File: config.mk
export PLATFORM = sky130hd
export DESIGN_NAME = ocsr_clock_regs
export DESIGN_NICKNAME = d
export VERILOG_FILES = /design/src/rtl/ocsr_pkg.sv /design/src/rtl/ocsr_pow2_div.sv /design/src/rtl/ocsr_clock_regs.sv
export SDC_FILE = /design/constraint.sdc
export NUM_CORES = 1
export LEC_CHECK = 0
export BUFFER_PORTS_ARGS = -buffer_cell sky130_fd_sc_hd__buf_2
export CAP_MARGIN = 20
export CORE_UTILIZATION = 45
export CTS_CLUSTER_DIAMETER = 100
export DETAILED_ROUTE_END_ITERATION = 6
export PLACE_DENSITY = 0.67
export SETUP_SLACK_MARGIN = 0.1
export SLEW_MARGIN = 15
export SYNTH_ARGS = -nofsm -noshare
export SYNTH_HDL_FRONTEND = slang
export SYNTH_SLANG_ARGS = --single-unit
File: constraint.sdc
create_clock -name clock_i -period 2.7 [get_ports clock_i]
set_input_delay 0.54 -clock clock_i [delete_from_list [all_inputs] [get_ports clock_i]]
set_output_delay 0.54 -clock clock_i [all_outputs]
set_load 0.01 [all_outputs]
File: src/rtl/ocsr_pkg.sv
package ocsr_pkg;

  ////////////////////////////////////////////////////////////////////////////
  // register addresses on the special function register bus
  localparam logic [7:0] SYSTEM_CLOCK_SELECT_ADDR = 8'hA9;
  localparam logic [7:0] LF_OSC_CONTROL_ADDR = 8'hB1;
  localparam logic [7:0] HF_OSC_TRIM_ADDR = 8'hC7;

  ////////////////////////////////////////////////////////////////////////////
  // field positions
  localparam int LF_EN_BIT = 7;
  localparam int LF_RDY_BIT = 6;
  localparam int LF_TRIM_MSB = 5;
  localparam int LF_TRIM_LSB = 2;
  localparam int LF_DIV_MSB = 1;
  localparam int LF_DIV_LSB = 0;
  localparam int SYS_DIV_MSB = 6;
  localparam int SYS_DIV_LSB = 4;
  localparam int SYS_SRC_MSB = 1;
  localparam int SYS_SRC_LSB = 0;

  ////////////////////////////////////////////////////////////////////////////
  // values after reset
  localparam logic [2:0] SYS_DIV_RST = 3'h3;
  localparam logic [1:0] SYS_SRC_RST = 2'h0;
  localparam logic LF_EN_RST = 1'b0;
  localparam logic [3:0] LF_TRIM_RST = 4'h0;
  localparam logic [1:0] LF_DIV_RST = 2'h0;
  localparam logic [7:0] HF_TRIM_RST = 8'h80;
  localparam logic [7:0] RDATA_RST = 8'h00;

  ////////////////////////////////////////////////////////////////////////////
  // pin synchroniser layout and counts
  localparam int SYNC_PINS = 4;
  localparam int PIN_HF = 0;
  localparam int PIN_EXT = 1;
  localparam int PIN_LF = 2;
  localparam int PIN_LF_SETTLED = 3;
  localparam int DIV_CNT_W = 7;

  ////////////////////////////////////////////////////////////////////////////
  // types
  typedef enum logic [1:0] {
    OCSR_SRC_HF = 2'b00,
    OCSR_SRC_EXT = 2'b01,
    OCSR_SRC_LF = 2'b10,
    OCSR_SRC_RSVD = 2'b11
  } ocsr_src_t;

  typedef enum logic [0:0] {
    OCSR_TRIM_LOAD = 1'b0,
    OCSR_TRIM_RUN = 1'b1
  } ocsr_trim_state_t;

  typedef struct packed {
    logic [7:0] addr;
    logic wr;
    logic rd;
    logic [7:0] wdata;
  } ocsr_sfr_req_t;

  typedef struct packed {
    logic enable;
    logic stable;
    logic [3:0] trim;
    logic [1:0] divider;
  } ocsr_lf_ctrl_t;

  typedef struct packed {
    logic [2:0] divider;
    ocsr_src_t source;
  } ocsr_sys_sel_t;

endpackage

File: src/rtl/ocsr_pow2_div.sv
`timescale 1ns/1ps
module ocsr_pow2_div
  import ocsr_pkg::*;
(
  // clock and reset
  input wire logic clock_i,
  input wire logic rst_b_i,
  input wire logic ce_i,
  // source level, already synchronised, and power of two
  input wire logic src_i,
  input wire logic [2:0] exp_i,
  // divided level
  output logic div_o
);

  logic src_prev_reg;
  logic src_prev_next;
  logic [DIV_CNT_W-1:0] cnt_reg;
  logic [DIV_CNT_W-1:0] cnt_next;
  logic div_reg;
  logic div_next;

  // each counter bit toggles at half the rate of the one below, so bit n-1
  // is the source divided by 2**n; code zero passes the source straight on
  always_comb begin
    src_prev_next = src_i;
    cnt_next = cnt_reg;
    if (src_i && !src_prev_reg) begin
      cnt_next = DIV_CNT_W'(cnt_reg + 1'b1);
    end
    if (exp_i == 3'h0) begin
      div_next = src_i;
    end else begin
      div_next = cnt_reg[exp_i - 3'h1];
    end
  end

  always_ff @(posedge clock_i or negedge rst_b_i) begin
    if (!rst_b_i) begin
      src_prev_reg <= 1'b0;
      cnt_reg <= '0;
      div_reg <= 1'b0;
    end else if (ce_i) begin
      src_prev_reg <= src_prev_next;
      cnt_reg <= cnt_next;
      div_reg <= div_next;
    end
  end

  assign div_o = div_reg;

endmodule

File: src/rtl/ocsr_clock_regs.sv
`timescale 1ns/1ps
module ocsr_clock_regs
  import ocsr_pkg::*;
(
  // clock, reset, enable
  input wire logic clock_i,
  input wire logic rst_b_i,
  input wire logic ce_i,
  // special function register bus
  input wire ocsr_sfr_req_t sfr_req_i,
  output logic [7:0] sfr_rdata_o,
  // oscillator and pin levels from outside this clock domain
  input wire logic hf_osc_raw_i,
  input wire logic external_clock_input_i,
  input wire logic lf_osc_raw_i,
  input wire logic lf_osc_settled_i,
  // factory calibration and watchdog state
  input wire logic [7:0] hf_trim_factory_i,
  input wire logic watchdog_active_i,
  // controls to the analog oscillators
  output logic [7:0] hf_osc_trim_o,
  output logic [3:0] lf_osc_trim_o,
  output logic lf_osc_run_o,
  // derived clocks
  output logic lf_osc_clk_o,
  output logic system_clock_o
);

  ////////////////////////////////////////////////////////////////////////////
  // pin synchronisers

  logic [SYNC_PINS-1:0] pin_raw;
  logic [SYNC_PINS-1:0] s1_reg;
  logic [SYNC_PINS-1:0] s2_reg;
  logic [SYNC_PINS-1:0] s3_reg;
  logic [SYNC_PINS-1:0] pin_reg;
  logic [SYNC_PINS-1:0] s1_next;
  logic [SYNC_PINS-1:0] s2_next;
  logic [SYNC_PINS-1:0] s3_next;
  logic [SYNC_PINS-1:0] pin_next;

  assign pin_raw[PIN_HF] = hf_osc_raw_i;
  assign pin_raw[PIN_EXT] = external_clock_input_i;
  assign pin_raw[PIN_LF] = lf_osc_raw_i;
  assign pin_raw[PIN_LF_SETTLED] = lf_osc_settled_i;

  // a new level is accepted only once the second and third stages agree,
  // which costs one cycle of latency but rejects single-cycle glitches
  for (genvar i = 0; i < SYNC_PINS; i++) begin : g_sync
    always_comb begin
      s1_next[i] = pin_raw[i];
      s2_next[i] = s1_reg[i];
      s3_next[i] = s2_reg[i];
      pin_next[i] = pin_reg[i];
      if (s2_reg[i] == s3_reg[i]) begin
        pin_next[i] = s3_reg[i];
      end
    end

    always_ff @(posedge clock_i or negedge rst_b_i) begin
      if (!rst_b_i) begin
        s1_reg[i] <= 1'b0;
        s2_reg[i] <= 1'b0;
        s3_reg[i] <= 1'b0;
        pin_reg[i] <= 1'b0;
      end else if (ce_i) begin
        s1_reg[i] <= s1_next[i];
        s2_reg[i] <= s2_next[i];
        s3_reg[i] <= s3_next[i];
        pin_reg[i] <= pin_next[i];
      end
    end
  end

  ////////////////////////////////////////////////////////////////////////////
  // register file

  ocsr_trim_state_t trim_state_reg;
  ocsr_trim_state_t trim_state_next;
  logic [7:0] hf_trim_reg;
  logic [7:0] hf_trim_next;
  ocsr_lf_ctrl_t lf_ctrl_reg;
  ocsr_lf_ctrl_t lf_ctrl_next;
  ocsr_sys_sel_t sys_sel_reg;
  ocsr_sys_sel_t sys_sel_next;
  logic [7:0] rdata_reg;
  logic [7:0] rdata_next;
  logic lf_run_reg;
  logic lf_run_next;
  logic lf_clk_prev_reg;
  logic lf_clk_prev_next;

  logic wr_sys;
  logic wr_lf;
  logic wr_hf;
  logic lf_div_change;
  logic lf_clk;
  logic lf_rise;

  assign wr_sys = sfr_req_i.wr && (sfr_req_i.addr == SYSTEM_CLOCK_SELECT_ADDR);
  assign wr_lf = sfr_req_i.wr && (sfr_req_i.addr == LF_OSC_CONTROL_ADDR);
  assign wr_hf = sfr_req_i.wr && (sfr_req_i.addr == HF_OSC_TRIM_ADDR);
  assign lf_div_change = wr_lf && (sfr_req_i.wdata[LF_DIV_MSB:LF_DIV_LSB] != lf_ctrl_reg.divider);
  assign lf_rise = lf_clk && !lf_clk_prev_reg;

  always_comb begin
    trim_state_next = trim_state_reg;
    hf_trim_next = hf_trim_reg;
    lf_ctrl_next = lf_ctrl_reg;
    sys_sel_next = sys_sel_reg;
    rdata_next = rdata_reg;
    lf_clk_prev_next = lf_clk;
    // the watchdog overrides a cleared enable so its time base never stops
    lf_run_next = lf_ctrl_reg.enable || watchdog_active_i;

    case (trim_state_reg)
      OCSR_TRIM_LOAD: begin
        // calibration is sampled once after reset release, never under reset
        hf_trim_next = hf_trim_factory_i;
        trim_state_next = OCSR_TRIM_RUN;
      end
      OCSR_TRIM_RUN: begin
        if (wr_hf) begin
          hf_trim_next = sfr_req_i.wdata;
        end
      end
      default: begin
        trim_state_next = OCSR_TRIM_LOAD;
      end
    endcase

    if (wr_lf) begin
      lf_ctrl_next.enable = sfr_req_i.wdata[LF_EN_BIT];
      // no interlock against trimming while running: a live change merely
      // disturbs the frequency, which software is expected to avoid
      lf_ctrl_next.trim = sfr_req_i.wdata[LF_TRIM_MSB:LF_TRIM_LSB];
      lf_ctrl_next.divider = sfr_req_i.wdata[LF_DIV_MSB:LF_DIV_LSB];
    end

    // the stable bit is never taken from the write data
    if (lf_div_change) begin
      lf_ctrl_next.stable = 1'b0;
    end else if (lf_run_reg && pin_reg[PIN_LF_SETTLED] && lf_rise) begin
      lf_ctrl_next.stable = 1'b1;
    end

    if (wr_sys) begin
      sys_sel_next.divider = sfr_req_i.wdata[SYS_DIV_MSB:SYS_DIV_LSB];
      // the reserved source code is refused so the clock never loses a source
      if (sfr_req_i.wdata[SYS_SRC_MSB:SYS_SRC_LSB] != OCSR_SRC_RSVD) begin
        sys_sel_next.source = ocsr_src_t'(sfr_req_i.wdata[SYS_SRC_MSB:SYS_SRC_LSB]);
      end
    end

    if (sfr_req_i.rd) begin
      case (sfr_req_i.addr)
        SYSTEM_CLOCK_SELECT_ADDR: begin
          rdata_next = {1'b0, sys_sel_reg.divider, 2'b00, sys_sel_reg.source};
        end
        LF_OSC_CONTROL_ADDR: begin
          rdata_next = lf_ctrl_reg;
        end
        HF_OSC_TRIM_ADDR: begin
          rdata_next = hf_trim_reg;
        end
        default: begin
          rdata_next = RDATA_RST;
        end
      endcase
    end
  end

  always_ff @(posedge clock_i or negedge rst_b_i) begin
    if (!rst_b_i) begin
      trim_state_reg <= OCSR_TRIM_LOAD;
      hf_trim_reg <= HF_TRIM_RST;
      lf_ctrl_reg <= '{enable: LF_EN_RST, stable: 1'b0, trim: LF_TRIM_RST, divider: LF_DIV_RST};
      sys_sel_reg <= '{divider: SYS_DIV_RST, source: OCSR_SRC_HF};
      rdata_reg <= RDATA_RST;
      lf_run_reg <= 1'b0;
      lf_clk_prev_reg <= 1'b0;
    end else if (ce_i) begin
      trim_state_reg <= trim_state_next;
      hf_trim_reg <= hf_trim_next;
      lf_ctrl_reg <= lf_ctrl_next;
      sys_sel_reg <= sys_sel_next;
      rdata_reg <= rdata_next;
      lf_run_reg <= lf_run_next;
      lf_clk_prev_reg <= lf_clk_prev_next;
    end
  end

  ////////////////////////////////////////////////////////////////////////////
  // clock dividers

  logic [2:0] lf_exp;
  logic lf_src;
  logic sys_src;

  // divider code 00 means divide by eight, so the exponent is its inverse
  assign lf_exp = {1'b0, ~lf_ctrl_reg.divider};
  assign lf_src = pin_reg[PIN_LF] && lf_run_reg;

  always_comb begin
    case (sys_sel_reg.source)
      OCSR_SRC_HF: sys_src = pin_reg[PIN_HF];
      OCSR_SRC_EXT: sys_src = pin_reg[PIN_EXT];
      OCSR_SRC_LF: sys_src = lf_clk;
      default: sys_src = pin_reg[PIN_HF];
    endcase
  end

  ocsr_pow2_div u_lf_div (
    .clock_i(clock_i),
    .rst_b_i(rst_b_i),
    .ce_i(ce_i),
    .src_i(lf_src),
    .exp_i(lf_exp),
    .div_o(lf_clk)
  );

  ocsr_pow2_div u_sys_div (
    .clock_i(clock_i),
    .rst_b_i(rst_b_i),
    .ce_i(ce_i),
    .src_i(sys_src),
    .exp_i(sys_sel_reg.divider),
    .div_o(system_clock_o)
  );

  ////////////////////////////////////////////////////////////////////////////
  // outputs

  assign sfr_rdata_o = rdata_reg;
  assign hf_osc_trim_o = hf_trim_reg;
  assign lf_osc_trim_o = lf_ctrl_reg.trim;
  assign lf_osc_run_o = lf_run_reg;
  assign lf_osc_clk_o = lf_clk;

endmodule

==> out/qor.yml <==
outcome:
  outcome: "finished with violations"
  violations: "DRC"
clock_network:
  cts_tree: "built"
  post_cts_buffers: 0
  cts-hold-fix-buffers: 0
  cts_buffers: 9
  clk_latency_ns: 0.33
  h-tree-depth: 3
  cts_resized: 0
  cts_max_path_buffers: 2
  root_buffer: "clkbuf_8"
  cts_sinks: 63
  clk_pin_slew_worst_paths_ns: 0.07
layout:
  stdcell_area_um2: 3610
  finalNetCount: 369
  n_antenna_cell: 0
  final_util_pct: 56.2
  drive_gt1_share_pct: 33.0
  area_delta_synth_final_pct: 19.8
pwr:
  power.share.combinational_pct: 16.0
  power_switching_uw: 730
  p_sw_share_pct: 27.1
  p_clk_share_pct: 36.0
  p_int_uw: 1960
  max-vdd-ir-drop_mv: 0.534
  power.density_nw_per_um2: 746
  seq_power_share_pct: 48.0
  leakage_uw: 0.00173
timing:
  slew_headroom_pct: 47.3
  rsz0062_at_grt: "no"
  finalSetupViolCount: 0
  period_needed_ns: 1.98
  setup_tns_ns: 0
  period_share_pct: 73.3
  hold_viol: 0
  finalMaxSlewViolations: 0
  tightest_slew_ns: 0.790
  finClkSkew_ns: 0.00858
  max_freq_mhz: 505
  finalWorstSetupSlack_ns: 0.720
  hold_slack_ns: 0.362
floorplan:
  die_x_um: 83.8
  coreArea_um2: 6420
  rows: 29
  initial_core_util_pct: 46.9
  die_h_um: 83.8
  ios: 57
  dieArea_um2: 7030
route:
  viasPerCell: 5.44
  drtPass1Iterations: 7
  wirelength_um: 6230
  drc_errors: 12
  routedWlPerCell_um: 15.2
  dr.first_iter.drc_count: 196
  num_vias: 2230
  postRouteAntennaNets: 0
synthesis:
  ys_warn_count: 0
  syn_inst: 268
  synth_ff_type: "dfrtp_1"
  syn_nets: 309
  synth_edf_count: 0
  syn_area_um2: 3010
  ys_seq_area_share_pct: 52.5
  yosysUniqueCellTypes: 44
  async_flop_share_pct: 100
  synth_top_area_share_pct: 49.8
  ys_ff_latch: 63
  synth_largest_area_cell: "dfrtp_1"
  syn_area_per_cell_um2: 11.2
  synthTopCellsByArea: "dfrtp_1 50%, mux2_2 7.1%, o21ai_0 4.2%"
placed_design:
  place.gp.congestion: 0.807
  place_ws_ns: 0.379
  place_hpwl_um: 4390
  place_area_um2: 3370
  io_buffer_count: 56
setup_path:
  timing.rr.start: "sys_sel_reg[0]"
  cp.arrival_ns: 2.20
  crit_path_end_kind: "flip-flop"
  r2r_cells: 6
  r2r_slack_ns: 0.79
  path_class: "input port to flip-flop"
  cp_data_required_time_ns: 2.92
  cp_max_fo: 5
  startpoint: "sfr_req_i[16]"
  start_kind: "input port"
global_routing:
  grtUsageTotal_pct: 19.9
  grt_pass1_vias: 2213
  antenna_found_initial: 0
  overflow: 0
  grt_max_degree: 64
  grt_first_pass_wirelength_um: 10800
worst_hold_path:
  hp-class: "input port to async pin"
job:
  drv_cap: 0
-- worst paths after layout --
check / to
worst max-delay path: sys_sel_reg[4]
worst min-delay path: s1_reg[0]
worst min register to register: u_sys_div.cnt_reg[6]
max in group asynchronous: lf_ctrl_reg[0]
min in group clock_i: s1_reg[3]
worst max register to register: u_sys_div.cnt_reg[1]
-- cell usage after synthesis, drive strengths merged, types with 8 or more instances --
master	number
nand2	20
xnor2	10
mux2	20
mux2i	9
dfrtp	60
buf	8
inv	14
o21ai	25
a31oi	9
nor2	9
a21oi	17
-- cell usage in the layout, fill, tap and decap left out, drive strengths merged, types with 2 or more instances in the layout --
cell type and count:
nor4 2, buf 64, nand3 5, o21ai 25, mux4 2, mux2i 9, ha 7, bufinv 3
mux2 20, dfstp 3, a21oi 17, xnor2 10, inv 14, o22a 2, dfrtp 60, a31oi 9
nand2b 5, clkbuf 10, a222oi 5, nand4 5, clkinv 3, nor2 9, nor3 3, xor2 2
nand2 20, a22oi 4
-- power by group through the flow --
stage | sequential [uW] | clock, uW | combinational (uW)
4_1_cts | 1290 | 997 | 438
6_report | 1290 | 970 | 430
2_1_floorplan | 1270 | 0 | 287
5_1_grt | 1320 | 1030 | 492
3_3_place_gp | 1300 | 0 | 415
3_5_place_dp | 1310 | 0 | 433
-- worst max-delay path: stages --
cell and delay (ns):
buf_2 0.11, or4b_4 0.58, or4_1 0.64, mux2_4 0.33
-- per-stage QoR --
| stage | power [uW] | cells |
|---|---|---|
| after floorplan | 1560 | 268 |
| after global placement | 1710 | 394 |
| after detailed placement | 1740 | 394 |
| after CTS | 2720 | 410 |
| after global routing | 2850 | 410 |
| final | 2690 | 410 |
-- cells by family (layout without fill, tap and decap cells) --
kind of cell             count (synthesis)  count (layout)  synth area share [%]
XOR/XNOR                                12              12                  3.49
AO/OA/AOI/OAI                           66              66                  13.7
flip-flops                              63              63                  52.5
adder cells (fa/ha/maj)                  7               7                  2.91
AND/OR/NAND/NOR                         60              60                  11.1
multiplexers                            31              31                  12.1
buffers and inverters                   29              94                  4.32
-- area by class of cell --
class	instances	area [um2]
multi-input cells	176	1300
clock inverters	6	109
clock buffers	10	128
fillers	568	2810
flip-flops and latches	63	1580
repair buffers	64	340
well taps	77	96.3
inverters	14	52.6
-- layer usage --
layer  vias to the layer above  wire length [um]  track usage (%)
li1                       1090                 -                -
met1                      1080              2890             27.6
met2                        52              2960             29.6
met3                         8               281             4.35
met4                         0                85             9.56
met5                         -                 0                0
(Power assumes the default switching activity.)
